**src/hw/cond_jump_decode_adc_pkg.sv**
```systemverilog
// Package for the condition and add-with-carry decode block.
// Assumes a 32-bit classic Wishbone slave port with byte addresses.
package cond_jump_decode_adc_pkg;

    // Register byte offsets
    localparam logic [7:0] OPCODE_OFFSET  = 8'h00;
    localparam logic [7:0] DST_OFFSET     = 8'h04;
    localparam logic [7:0] SRC_OFFSET     = 8'h08;
    localparam logic [7:0] FLAGS_OFFSET   = 8'h0C;
    localparam logic [7:0] RESULT_OFFSET  = 8'h10;
    localparam logic [7:0] DECODE_OFFSET  = 8'h14;

    // Flag bit positions in the flags register
    localparam int FLAG_C_BIT = 7;
    localparam int FLAG_Z_BIT = 6;
    localparam int FLAG_S_BIT = 5;
    localparam int FLAG_V_BIT = 4;
    localparam int FLAG_D_BIT = 3;
    localparam int FLAG_H_BIT = 2;

    // Decode status field positions
    localparam int DEC_CLASS_LSB   = 0;
    localparam int DEC_TAKEN_BIT   = 5;
    localparam int DEC_SRCFST_BIT  = 6;
    localparam int DEC_BYTES_LSB   = 8;
    localparam int DEC_CYCLES_LSB  = 12;

    // Reset values
    localparam logic [7:0]  OPCODE_RESET = 8'hFF;
    localparam logic [7:0]  DATA_RESET   = 8'h00;
    localparam logic [7:0]  FLAGS_RESET  = 8'h00;
    localparam logic [15:0] DECODE_RESET = 16'h0000;

    // Add-with-carry opcodes and their size and timing
    localparam logic [7:0] ADC_RR_OP   = 8'h12;
    localparam logic [7:0] ADC_RIR_OP  = 8'h13;
    localparam logic [7:0] ADC_GG_OP   = 8'h14;
    localparam logic [7:0] ADC_GIG_OP  = 8'h15;
    localparam logic [7:0] ADC_GIM_OP  = 8'h16;
    localparam logic [1:0] ADC_SHORT_BYTES  = 2'h2;
    localparam logic [3:0] ADC_SHORT_CYCLES = 4'h6;
    localparam logic [1:0] ADC_LONG_BYTES   = 2'h3;
    localparam logic [3:0] ADC_LONG_CYCLES  = 4'hA;

    // Condition codes
    localparam logic [3:0] CC_NEVER        = 4'h0;
    localparam logic [3:0] CC_SIGNED_BELOW = 4'h1;
    localparam logic [3:0] CC_SIGNED_ATMOST= 4'h2;
    localparam logic [3:0] CC_UNS_ATMOST   = 4'h3;
    localparam logic [3:0] CC_VFLAG_SET    = 4'h4;
    localparam logic [3:0] CC_SIGN_SET     = 4'h5;
    localparam logic [3:0] CC_ZERO_SET     = 4'h6;
    localparam logic [3:0] CC_CARRY_SET    = 4'h7;
    localparam logic [3:0] CC_ALWAYS       = 4'h8;
    localparam logic [3:0] CC_SIGNED_ATLST = 4'h9;
    localparam logic [3:0] CC_SIGNED_ABOVE = 4'hA;
    localparam logic [3:0] CC_UNS_ABOVE    = 4'hB;
    localparam logic [3:0] CC_VFLAG_CLEAR  = 4'hC;
    localparam logic [3:0] CC_SIGN_CLEAR   = 4'hD;
    localparam logic [3:0] CC_ZERO_CLEAR   = 4'hE;
    localparam logic [3:0] CC_CARRY_CLEAR  = 4'hF;

    // Decoded operation classes
    typedef enum logic [4:0] {
        OP_OTHER, OP_MOVE_REG_R1_R2, OP_MOVE_REG_R2_R1, OP_DECREMENT_BRANCH_NONZERO,
        OP_SHORT_BRANCH, OP_MOVE_REG_R1_IM, OP_ABSOLUTE_BRANCH, OP_BUMP_REG,
        OP_NEXT, OP_ENTER, OP_EXIT, OP_WAIT_FOR_INTERRUPT, OP_BANK0_SELECT,
        OP_BANK1_SELECT, OP_IDLE, OP_STOP, OP_MASK_INTERRUPTS, OP_UNMASK_INTERRUPTS,
        OP_POP_PC_BACK, OP_ISR_EXIT, OP_CARRY_CLEAR_OP, OP_CARRY_SET_OP,
        OP_CARRY_FLIP_OP, OP_NO_OPERATION, OP_ADD_WITH_CARRY
    } op_type;

endpackage

```
**src/hw/cond_jump_decode_adc.sv**
```systemverilog
// Decode and execute for columns 8 to F, condition evaluation and add with carry.
// Assumes a classic Wishbone master on the same clock; operands already fetched.
//
// The Wishbone register port and the register offsets are this design's own decisions.
`timescale 1ns/1ps

module cond_jump_decode_adc (
    input  wire logic        clk,
    input  wire logic        rst,
    input  wire logic        wb_cyc_i,
    input  wire logic        wb_stb_i,
    input  wire logic        wb_we_i,
    input  wire logic [7:0]  wb_adr_i,
    input  wire logic [3:0]  wb_sel_i,
    input  wire logic [31:0] wb_dat_i,
    output logic      [31:0] wb_dat_o,
    output logic             wb_ack_o,
    output logic             jump_taken
);
    import cond_jump_decode_adc_pkg::*;

    logic [7:0]  opcode_reg, opcode_next;
    logic [7:0]  dst_reg, dst_next;
    logic [7:0]  src_reg, src_next;
    logic [7:0]  flags_reg, flags_next;
    logic [7:0]  result_reg, result_next;
    logic [15:0] decode_reg, decode_next;
    logic [31:0] rdata_reg, rdata_next;
    logic        ack_reg, ack_next;
    logic        taken_reg, taken_next;

    // Condition evaluation against live flags
    function automatic logic cond_true(input logic [3:0] cc, input logic [7:0] f);
        logic c;
        logic z;
        logic s;
        logic v;
        logic r;
        c = f[FLAG_C_BIT];
        z = f[FLAG_Z_BIT];
        s = f[FLAG_S_BIT];
        v = f[FLAG_V_BIT];
        case (cc)
            CC_NEVER:         r = 1'b0;
            CC_ALWAYS:        r = 1'b1;
            CC_CARRY_SET:     r = c;
            CC_CARRY_CLEAR:   r = ~c;
            CC_SIGN_SET:      r = s;
            CC_SIGN_CLEAR:    r = ~s;
            CC_VFLAG_SET:     r = v;
            CC_VFLAG_CLEAR:   r = ~v;
            CC_ZERO_SET:      r = z;
            CC_ZERO_CLEAR:    r = ~z;
            CC_SIGNED_ATLST:  r = ~(s ^ v);
            CC_SIGNED_BELOW:  r = s ^ v;
            CC_SIGNED_ABOVE:  r = ~(z | (s ^ v));
            CC_SIGNED_ATMOST: r = z | (s ^ v);
            CC_UNS_ABOVE:     r = ~c & ~z;
            CC_UNS_ATMOST:    r = c | z;
            default:          r = 1'b0;
        endcase
        return r;
    endfunction

    // Opcode class decode
    function automatic op_type decode_op(input logic [7:0] op);
        op_type t;
        t = OP_OTHER;
        case (op[3:0])
            4'h8: t = OP_MOVE_REG_R1_R2;
            4'h9: t = OP_MOVE_REG_R2_R1;
            4'hA: t = OP_DECREMENT_BRANCH_NONZERO;
            4'hB: t = OP_SHORT_BRANCH;
            4'hC: t = OP_MOVE_REG_R1_IM;
            4'hD: t = OP_ABSOLUTE_BRANCH;
            4'hE: t = OP_BUMP_REG;
            4'hF: t = op_type'(5'(OP_NEXT) + {1'b0, op[7:4]});
            default: begin
                if (op >= ADC_RR_OP && op <= ADC_GIM_OP) begin
                    t = OP_ADD_WITH_CARRY;
                end
            end
        endcase
        return t;
    endfunction

    // Bus slave, decode and execute next state
    always_comb begin
        logic       sel_hit;
        logic       wr;
        logic       rd_en;
        logic       cin;
        logic [8:0] sum9;
        logic [4:0] low5;
        logic [7:0] res;
        op_type     cls;
        sel_hit     = wb_cyc_i & wb_stb_i & ~ack_reg;
        wr          = sel_hit & wb_we_i & wb_sel_i[0];
        rd_en       = sel_hit & ~wb_we_i;
        opcode_next = opcode_reg;
        dst_next    = dst_reg;
        src_next    = src_reg;
        flags_next  = flags_reg;
        result_next = result_reg;
        decode_next = decode_reg;
        taken_next  = taken_reg;
        rdata_next  = rdata_reg;
        ack_next    = sel_hit;
        cin         = flags_reg[FLAG_C_BIT];
        sum9        = {1'b0, dst_reg} + {1'b0, src_reg} + {8'h00, cin};
        low5        = {1'b0, dst_reg[3:0]} + {1'b0, src_reg[3:0]} + {4'h0, cin};
        res         = sum9[7:0];
        cls         = decode_op(wb_dat_i[7:0]);

        // Register writes
        if (wr) begin
            case (wb_adr_i)
                DST_OFFSET:   dst_next   = wb_dat_i[7:0];
                SRC_OFFSET:   src_next   = wb_dat_i[7:0];
                FLAGS_OFFSET: flags_next = wb_dat_i[7:0];
                default:      ;
            endcase
        end

        // Opcode write executes with flags as they stand now
        if (wr && wb_adr_i == OPCODE_OFFSET) begin
            opcode_next = wb_dat_i[7:0];
            decode_next = DECODE_RESET;
            decode_next[DEC_CLASS_LSB +: 5] = 5'(cls);
            taken_next  = 1'b0;
            if (cls == OP_SHORT_BRANCH || cls == OP_ABSOLUTE_BRANCH) begin
                taken_next = cond_true(wb_dat_i[7:4], flags_reg);
            end
            decode_next[DEC_TAKEN_BIT] = taken_next;
            case (cls)
                OP_ADD_WITH_CARRY: begin
                    dst_next    = res;
                    result_next = res;
                    flags_next[FLAG_C_BIT] = sum9[8];
                    flags_next[FLAG_Z_BIT] = (res == 8'h00);
                    flags_next[FLAG_S_BIT] = res[7];
                    flags_next[FLAG_D_BIT] = 1'b0;
                    flags_next[FLAG_V_BIT] = (dst_reg[7] == src_reg[7]) && (res[7] != dst_reg[7]);
                    flags_next[FLAG_H_BIT] = low5[4];
                    if (wb_dat_i[7:0] <= ADC_RIR_OP) begin
                        decode_next[DEC_BYTES_LSB +: 2]  = ADC_SHORT_BYTES;
                        decode_next[DEC_CYCLES_LSB +: 4] = ADC_SHORT_CYCLES;
                    end else begin
                        decode_next[DEC_BYTES_LSB +: 2]  = ADC_LONG_BYTES;
                        decode_next[DEC_CYCLES_LSB +: 4] = ADC_LONG_CYCLES;
                        decode_next[DEC_SRCFST_BIT] = (wb_dat_i[7:0] != ADC_GIM_OP);
                    end
                end
                OP_CARRY_CLEAR_OP: flags_next[FLAG_C_BIT] = 1'b0;
                OP_CARRY_SET_OP:   flags_next[FLAG_C_BIT] = 1'b1;
                OP_CARRY_FLIP_OP:  flags_next[FLAG_C_BIT] = ~flags_reg[FLAG_C_BIT];
                default:           ;
            endcase
        end

        // Read data, zero for unmapped offsets
        if (rd_en) begin
            case (wb_adr_i)
                OPCODE_OFFSET: rdata_next = {24'h000000, opcode_reg};
                DST_OFFSET:    rdata_next = {24'h000000, dst_reg};
                SRC_OFFSET:    rdata_next = {24'h000000, src_reg};
                FLAGS_OFFSET:  rdata_next = {24'h000000, flags_reg};
                RESULT_OFFSET: rdata_next = {24'h000000, result_reg};
                DECODE_OFFSET: rdata_next = {16'h0000, decode_reg};
                default:       rdata_next = 32'h00000000;
            endcase
        end
    end

    // State registers
    always_ff @(posedge clk) begin
        if (rst) begin
            opcode_reg <= OPCODE_RESET;
            dst_reg    <= DATA_RESET;
            src_reg    <= DATA_RESET;
            flags_reg  <= FLAGS_RESET;
            result_reg <= DATA_RESET;
            decode_reg <= DECODE_RESET;
            rdata_reg  <= 32'h00000000;
            ack_reg    <= 1'b0;
            taken_reg  <= 1'b0;
        end else begin
            opcode_reg <= opcode_next;
            dst_reg    <= dst_next;
            src_reg    <= src_next;
            flags_reg  <= flags_next;
            result_reg <= result_next;
            decode_reg <= decode_next;
            rdata_reg  <= rdata_next;
            ack_reg    <= ack_next;
            taken_reg  <= taken_next;
        end
    end

    // Outputs straight from flip-flops
    assign wb_dat_o   = rdata_reg;
    assign wb_ack_o   = ack_reg;
    assign jump_taken = taken_reg;

endmodule // cond_jump_decode_adc

```
**config.mk**
```make
export PLATFORM = sky130hd
export DESIGN_NAME = cond_jump_decode_adc
export DESIGN_NICKNAME = d
export VERILOG_FILES = /design/src/hw/cond_jump_decode_adc_pkg.sv /design/src/hw/cond_jump_decode_adc.sv
export SDC_FILE = /design/constraint.sdc
export NUM_CORES = 1
export LEC_CHECK = 0
export BUFFER_PORTS_ARGS = -buffer_cell sky130_fd_sc_hd__buf_4
export CORE_MARGIN = 1
export CORE_UTILIZATION = 45
export DETAILED_ROUTE_END_ITERATION = 10
export PLACE_DENSITY = 0.79
export SETUP_SLACK_MARGIN = 0.5
export SYNTH_ARGS = -nofsm -noshare
export SYNTH_HDL_FRONTEND = slang
export SYNTH_SLANG_ARGS = --single-unit
```
**constraint.sdc**
```tcl
create_clock -name clk -period 7.07 [get_ports clk]
set_input_delay 2.121 -clock clk [delete_from_list [all_inputs] [get_ports clk]]
set_output_delay 2.121 -clock clk [all_outputs]
set_load 0.01 [all_outputs]
```
==> flow_summary.toml, run 1 <==
[clock_network]
cts_num_sinks = 62
cts_root_buf = "clkbuf_8"
cts_resized = 0
cts_hold_buf = 0
clk_latency_ns = 0.34
ctsLongestPathBuffers = 2
cts-htree-levels = 3
post_cts_buffers = 0
clkTransAtPathRegs_ns = 0.07
cts_made_buffers = 9
cts_tree = "done"

[critical_path]
required_ns = 7.28
critPathArrivalTime_ns = 5.38
slowest_stage = "nor2_1"
crit_fanout = 26
path_cells = "buf_4 > or4_4 > or3_1 > or3_1 > nor2_1 > a21oi_1 > a21boi_0"
cpMostUsedCell = "or3_1"
ff2ff_path_depth = 6
crit_type = "in2reg"
cpPeakStageDelay_ns = 1.01
critPathLaunchType = "input port"
endpoint_kind = "register"
r2r-end = "dst_reg[1]$_SDFF_PP0_"
r2r_start = "wb_ack_o$_SDFF_PP0_"
rrSetupSlack_ns = 3.83

[sta]
fin_setup_tns_ns = 0
hold_viol_final = 0
relSlewSlack_pct = 23.2
whs_ns = 0.454
skew_ns = 0.00602
fmax_ghz = 0.194
setup_viol = 0
rsz0062_at_grt = "false"
drv_slew = 0
period_needed_ns = 5.17
finalCritPeriodShare_pct = 73.1
setup_ws_ns = 1.90
worst-slew-pin-transition_ns = 1.15

[job]
drv_cap = 0

[min_path]
min_from = "decode_reg[14]$_SDFFE_PP0P_"
min_to = "decode_reg[14]$_SDFFE_PP0P_"
holdCritPathClass = "reg2reg"
hold_depth = 2

[floorplanning]
rows = 32
io_pins = 83
die-width_um = 91.3
die_h_um = 91.3
core_area_um2 = 7730
design.die.area_um2 = 8330
start_util_pct = 46.4

[final_layout]
finish.utilization_pct = 51.7
area_growth_pct = 11.4
nFillCells = 701
num_antenna_cells = 0
layout_commonest_cell = "nand2_1"
nets = 528
seq_area_um2 = 1240
largest_register_ff_count = 11
drive_gt1_share_pct = 14.3
multi_input_area_um2 = 2090
layout_common_cells = "72 x nand2_1, 62 x dfxtp_1, 47 x a21oi_1"

[routing]
routed-via-count = 3299
first_pass_iters = 5
ant_nets = 0
drt-total-wl_mm = 9.02
vias_per_cell = 5.72
drc = 0
wire_per_inst_um = 15.6
detail_route.iter0.violations = 248

[status]
status = "complete, no violations"

[pwr]
peakVddDrop_v = 0.000122
p_leak_nw = 1.56
power_per_cell_area_nw_per_um2 = 188

[synth]
ys_warn_count = 0
synth.cell_area_um2 = 3590
synthArstFlopShare_pct = 0
ys_types = 52
synth_flop_cell = "dfxtp_1"
synth_edf_count = 0
avgSynthCellArea_um2 = 7.85
ys_seq_area_share_pct = 34.6
postSynthCellCount = 457
ys_seq_elements = 62

[placement]
gp_congestion = 0.857
port_buffers = 36
pre_cts_slack_ns = 1.65
hpwlAfterDp_mm = 6.44

[grt]
use_met3_pct = 4.10
grt_start_max_net_pins = 63
grt_pass1_vias = 3018
antenna_found_initial = 0
grt_pass1_wl_mm = 14.6
grt_usage_pct = 22.3
grt_remaining_overflow = 0
use_met2_pct = 36.0
met1_usage_pct = 28.1
grt-busiest-layer = "met2"
==> routing by layer <==
| layer | share of wire (%) | vias to the layer above |
|---|---|---|
| li1 | - | 1600 |
| met1 | 45 | 1554 |
| met2 | 47 | 118 |
| met3 | 5.3 | 27 |
| met4 | 3.1 | 0 |
| met5 | 0 | - |
==> cells in the mapped netlist, types with 2 or more instances <==
cell	number	share of area (%)
nand3_1	18	2.5
o21ai_0	14	2.0
o31ai_1	2	0.42
xor2_1	2	0.49
a21o_1	2	0.42
xnor2_1	6	1.5
nor3_1	13	1.8
a22oi_1	8	1.7
and3_1	3	0.52
fa_1	2	1.1
nor2b_1	3	0.52
or3_1	7	1.2
inv_1	9	0.94
ha_1	7	2.4
buf_4	21	4.4
or2_1	2	0.35
clkbuf_1	31	3.2
a211oi_1	9	1.9
mux2i_1	12	3.3
nand2b_1	3	0.52
or4_1	5	1.0
a21oi_1	47	6.6
o22ai_1	4	0.70
mux4_2	4	2.5
nor2_1	39	4.1
dfxtp_1	62	35
mux2_2	9	2.8
o211ai_1	7	1.5
a211o_1	2	0.49
nand3b_1	10	2.1
nand2_1	72	7.5
buf_2	2	0.28
==> power by group <==
| part | total [mW] | switching [mW] | leakage, nW | internal (mW) |
|---|---|---|---|---|
| sequential | 0.353 | 0.00118 | 0.500 | 0.352 |
| clock | 0.338 | 0.140 | 0.106 | 0.198 |
| combinational | 0.0619 | 0.0389 | 0.953 | 0.0230 |
==> worst max-delay path: cells and delay by family <==
family          cells  cell delay, ns
compound gates      2            0.40
buf+inv             1            0.11
simple gates        4            2.74
==> worst max path at each step <==
stage	from	to	slack [ns]	cells after the start
CTS	wb_adr_i[5]	dst_reg[1]$_SDFF_PP0_	2.02	7
detailed placement	wb_adr_i[5]	dst_reg[1]$_SDFF_PP0_	1.65	7
global route	wb_adr_i[5]	dst_reg[1]$_SDFF_PP0_	1.75	7
finish	wb_adr_i[5]	dst_reg[1]$_SDFF_PP0_	1.90	7
floorplan	wb_adr_i[5]	flags_reg[7]$_SDFF_PP0_	2.60	7
global placement	wb_adr_i[5]	dst_reg[1]$_SDFF_PP0_	1.68	7
==> stage by stage <==
stage	cells	power (mW)	cell area, µm²
finish	577	0.752	4000
floorplan	475	0.408	3650
CTS	577	0.758	4000
global route	577	0.781	4000
detailed placement	561	0.422	3780
global placement	561	0.421	3780
==> area by class of cell <==
cell class,count,share of cell area (%)
clock buffers,10,3.19
clock inverters,6,2.16
inverters,9,0.845
repair buffers,38,7.14
multi-input cells,350,52.4
flip-flops and latches,62,31.1
well taps,102,3.19
==> logic make-up after synthesis <==
logic type | share of synthesized area, %
fa+ha+maj | 3.56
xor+xnor | 1.95
other cells | 0.105
mux | 8.69
flops | 34.6
buf+inv | 8.86
compound gates | 18.9
simple gates | 23.3
Power figures use the tool's default switching activity.
==> inputs of run 2 (changes only) <==
==> constraint.sdc (replaced) <==
create_clock -name clk -period 5.2 [get_ports clk]
set_input_delay 1.56 -clock clk [delete_from_list [all_inputs] [get_ports clk]]
set_output_delay 1.56 -clock clk [all_outputs]
set_load 0.01 [all_outputs]
==> flow_summary.toml, run 2 (synthesized netlist as in run 1, its figures left out) <==
[placement]
port_buffers = 36
placed_area_um2 = 3800
hpwlAfterDp_mm = 6.69
gp_congestion = 0.847
pre_cts_slack_ns = 0.978

[clock_network]
clk_latency_ns = 0.37
post_cts_buffers = 0
cts_resized = 0
cts_tree = "done"
cts_made_buffers = 9
ctsLongestPathBuffers = 2
cts_num_sinks = 62
cts_hold_buf = 0
cts-htree-levels = 3
cts_root_buf = "clkbuf_8"
clkTransAtPathRegs_ns = 0.07

[final_layout]
largest_register_ff_count = 11
layout_commonest_cell = "nand2_1"
design_area_um2 = 4010
drive_gt1_share_pct = 15.1
num_antenna_cells = 0
layout_common_cells = "72 x nand2_1, 62 x dfxtp_1, 47 x a21oi_1"
nFillCells = 712
nets = 531
area_growth_pct = 11.8

[grt]
grt_remaining_overflow = 0
grt-busiest-layer = "met2"
grt_start_max_net_pins = 63
grt_usage_pct = 23.6
grt_pass1_vias = 3161
use_met3_pct = 4.36
grt_pass1_wl_mm = 15.4
antenna_found_initial = 0
met1_usage_pct = 29.8
use_met2_pct = 38.3

[status]
status = "complete, no violations"

[critical_path]
crit_start = "wb_adr_i[5]"
critPathLaunchType = "input port"
ff2ff_path_depth = 8
endpoint_kind = "register"
crit_fanout = 14
rrSetupSlack_ns = 2.57
endpoint = "dst_reg[1]$_SDFF_PP0_"
crit_type = "in2reg"
r2r_start = "flags_reg[7]$_SDFF_PP0_"
critPathArrivalTime_ns = 4.14
required_ns = 5.43
r2r-end = "flags_reg[7]$_SDFF_PP0_"

[sta]
relSlewSlack_pct = 31.5
rsz0062_at_grt = "false"
fin_setup_tns_ns = 0
setup_ws_ns = 1.29
fmax_ghz = 0.256
period_needed_ns = 3.91
whs_ns = 0.452
hold_viol_final = 0
finalCritPeriodShare_pct = 75.1
setup_viol = 0
skew_ns = 0.0120
drv_slew = 0
worst-slew-pin-transition_ns = 1.02

[floorplanning]
die-width_um = 91.3
start_util_pct = 46.4
core_area_um2 = 7730
rows = 32
design.die.area_um2 = 8330
io_pins = 83
die_h_um = 91.3

[pwr]
power_per_cell_area_nw_per_um2 = 252
p_leak_nw = 1.57
peakVddDrop_v = 0.000148

[job]
drv_cap = 0

[routing]
ant_nets = 0
routed-via-count = 3390
drc = 0
wire_per_inst_um = 16.3
drt-total-wl_mm = 9.46
detail_route.iter0.violations = 277
first_pass_iters = 5
vias_per_cell = 5.84

[min_path]
holdCritPathClass = "reg2reg"
run 2: cell count changes in the layout (fill, tap and decap cells not counted):
cell / delta
inv_6: +2
bufinv_16: -1
clkbuf_8: +1
clkinv_2: -1
clkinv_4: -1
clkbuf_1: -1
clkinvlp_4: +1
buf_4: +3
run 2: worst min-delay path by stage:
stage	start	end	depth (start not counted)
floorplan	opcode_reg[0]$_SDFFE_PP1P_	opcode_reg[0]$_SDFFE_PP1P_	1
global placement	wb_dat_o[14]$_SDFFE_PP0P_	wb_dat_o[14]$_SDFFE_PP0P_	2
detailed placement	decode_reg[0]$_SDFFE_PP0P_	decode_reg[0]$_SDFFE_PP0P_	2
CTS	wb_dat_o[14]$_SDFFE_PP0P_	wb_dat_o[14]$_SDFFE_PP0P_	2
global route	wb_dat_o[14]$_SDFFE_PP0P_	wb_dat_o[14]$_SDFFE_PP0P_	2
finish	wb_dat_o[14]$_SDFFE_PP0P_	wb_dat_o[14]$_SDFFE_PP0P_	2
run 2: report_power, final:
| part | leakage, nW | internal (mW) | switching (mW) | total [mW] |
|---|---|---|---|---|
| Clock | 0.0993 | 0.236 | 0.211 | 0.447 |
| Sequential | 0.500 | 0.478 | 0.00170 | 0.479 |
| Combinational | 0.967 | 0.0313 | 0.0536 | 0.0849 |
run 2: final cells by class:
cell class                      instances  area, µm²  area share (%)
Inverter                                9       33.8           0.842
Timing Repair Buffer                   41        308            7.68
Clock buffer                           10        138            3.43
Tap cell                              102        128            3.18
Sequential cell                        62       1240            31.0
Clock inverter                          6       67.6            1.68
Multi-Input combinational cell        350       2090            52.2
run 2: routing by layer:
layer  vias to the layer above  part of all wire (%)  wire length (µm)
li1                       1603                     -                 -
met1                      1608                    43              4040
met2                       151                    47              4470
met3                        28                   6.5               615
met4                         0                   3.5               332
met5                         -                     0                 0
run 2: critical path, stage by stage:
cell      delay [ns]
buf_4           0.11
or4_4           0.55
or3_1           0.43
or3_1           0.60
buf_4           0.29
nor2_1          0.12
buf_4           0.23
a21oi_1         0.10
a21boi_0        0.15
run 2: metrics by stage:
step | cells | total power [mW] | utilization, %
floorplan | 475 | 0.555 | -
global placement | 564 | 0.572 | 49.2
detailed placement | 564 | 0.573 | 49.2
CTS | 580 | 1.01 | 51.9
global route | 580 | 1.04 | 51.9
finish | 580 | 1.01 | 51.9
==> inputs of run 3 (changes only) <==
--- a/config.mk
+++ b/config.mk
@@ -9,7 +9,7 @@
 export CORE_MARGIN = 1
 export CORE_UTILIZATION = 45
 export DETAILED_ROUTE_END_ITERATION = 10
-export PLACE_DENSITY = 0.79
+export PLACE_DENSITY = 0.81
 export SETUP_SLACK_MARGIN = 0.5
 export SYNTH_ARGS = -nofsm -noshare
 export SYNTH_HDL_FRONTEND = slang
==> constraint.sdc (replaced) <==
create_clock -name clk -period 3.2 [get_ports clk]
set_input_delay 0.96 -clock clk [delete_from_list [all_inputs] [get_ports clk]]
set_output_delay 0.96 -clock clk [all_outputs]
set_load 0.01 [all_outputs]
==> flow_summary.toml, run 3 (synthesized netlist as in run 1, its figures left out) <==
[status]
status = "complete, no violations"

[sta]
rsz0062_at_grt = "true"
fmax_ghz = 0.356
worst-slew-pin-transition_ns = 0.644
hold_viol_final = 0
skew_ns = 0.00665
whs_ns = 0.454
period_needed_ns = 2.81
setup_viol = 0
setup_ws_ns = 0.388
finalCritPeriodShare_pct = 87.9
fin_setup_tns_ns = 0
drv_slew = 0
relSlewSlack_pct = 57.1

[grt]
antenna_found_initial = 0
grt_pass1_vias = 3356
grt_remaining_overflow = 0
grt_usage_pct = 24.9
grt_start_max_net_pins = 63
grt_pass1_wl_mm = 16.2

[pwr]
p_leak_nw = 1.71
power_frac_comb_pct = 9.5
cell_internal_pwr_mw = 1.19
p_sw_mw = 0.414
peakVddDrop_v = 0.000196
power_per_cell_area_nw_per_um2 = 369
switching_share_pct = 25.8
power_frac_clock_pct = 41.9
seqPwrFrac_pct = 48.5

[final_layout]
largest_register_ff_count = 11
num_antenna_cells = 0
seq_area_um2 = 1240
stdcell_count = 608
layout_common_cells = "69 x nand2_1, 63 x buf_4, 62 x dfxtp_1"
layout_commonest_cell = "nand2_1"
design_area_um2 = 4350
drive_gt1_share_pct = 23.9
nets = 559
area_growth_pct = 21.4
multi_input_area_um2 = 2200
nFillCells = 667

[placement]
hpwlAfterDp_mm = 7.01
port_buffers = 36
dp.cells = 585
gp_congestion = 0.906
pre_cts_slack_ns = -0.0774
placed_area_um2 = 4020

[floorplanning]
io_pins = 83
die-width_um = 91.3
design.die.area_um2 = 8330
start_util_pct = 46.4
die_h_um = 91.3
core_area_um2 = 7730
rows = 32

[critical_path]
crit_fanout = 8
critPathArrivalTime_ns = 3.09
critPathLaunchType = "input port"
crit_type = "in2reg"
slowest_stage = "or4_4"
worst-path-buf-inv = 3
required_ns = 3.48
path_delay_family = "simple AND/OR/NAND/NOR gates"
endpoint_kind = "register"
path_cells = "buf_6 > or4_4 > or3_4 > or4_4 > buf_6 > buf_12 > or2_4 > a21oi_2"
cpPeakStageDelay_ns = 0.54

[job]
drv_cap = 0

[routing]
ant_nets = 0
routed-via-count = 3548
drc = 0
drt-total-wl_mm = 10.0
wire_per_inst_um = 16.5
detail_route.iter0.violations = 320
vias_per_cell = 5.84
first_pass_iters = 5

[clock_network]
cts_tree = "done"
ctsLongestPathBuffers = 2
cts_hold_buf = 0
cts_root_buf = "clkbuf_8"
cts_num_sinks = 62
clk_latency_ns = 0.35
cts-htree-levels = 3
cts_made_buffers = 9
clkTransAtPathRegs_ns = 0.07

[min_path]
holdCritPathClass = "reg2reg"
==> run 3: cell types whose count changed in the layout (fill, tap and decap cells not counted), sizes merged <==
cell / before / now
clkinv: 1 / 2
buf: 41 / 69
inv: 11 / 9
clkinvlp: 2 / 3
==> run 3: area by class of cell <==
cell class	count	area share [%]
inverters	9	0.776
repair buffers	69	12.8
multi-input cells	350	50.6
clock buffers	10	2.93
clock inverters	6	1.44
well taps	102	2.93
flip-flops and latches	62	28.5
==> run 3: metrics by stage <==
| stage | total power, mW | util, % |
|---|---|---|
| 6_report | 1.61 | 56.3 |
| 5_1_grt | 1.67 | 56.3 |
| 4_1_cts | 1.61 | 55.5 |
| 3_5_place_dp | 0.943 | 52.0 |
| 3_3_place_gp | 0.939 | 52.0 |
| 2_1_floorplan | 0.902 | - |
==> run 3: power groups by stage <==
stage          logic [mW]  registers, mW  clock network (mW)
3_5_place_dp        0.146          0.797                   0
5_1_grt             0.167          0.779               0.724
4_1_cts             0.149          0.779               0.682
2_1_floorplan       0.103          0.799                   0
3_3_place_gp        0.143          0.797                   0
6_report            0.153          0.779               0.673
==> run 3: final timing paths <==
path,startpoint,end,slack (ns),depth (start not counted)
worst max-delay path,wb_adr_i[1],dst_reg[4]$_SDFF_PP0_,0.39,8
worst min-delay path,decode_reg[1]$_SDFFE_PP0P_,decode_reg[1]$_SDFFE_PP0P_,0.45,2
worst max register to register,flags_reg[7]$_SDFF_PP0_,flags_reg[7]$_SDFF_PP0_,0.71,8
worst min register to register,decode_reg[1]$_SDFFE_PP0P_,decode_reg[1]$_SDFFE_PP0P_,0.45,2
==> run 3: routing by layer <==
layer  part of all wire (%)  up-vias  global-route usage (%)
li1                       -     1666                       -
met1                     42     1656                    31.2
met2                     48      188                    39.6
met3                    7.6       38                    5.78
met4                    3.2        0                    13.0
met5                      0        -                       0
==> run 3: worst register-to-register path, stage by stage, from the launching register on <==
cell and delay [ns]:
dfxtp_1 0.46, fa_1 0.24, inv_1 0.06, fa_1 0.40, nand2b_1 0.19, a21oi_1 0.21, nor3_1 0.10, or4_4 0.52
a311oi_1 0.21
==> run 3: timing repair <==
item,CTS,global route
gates resized for setup,11,10
pin swaps,5,2
endpoints found under the setup margin,23,19
setup buffers,5,2
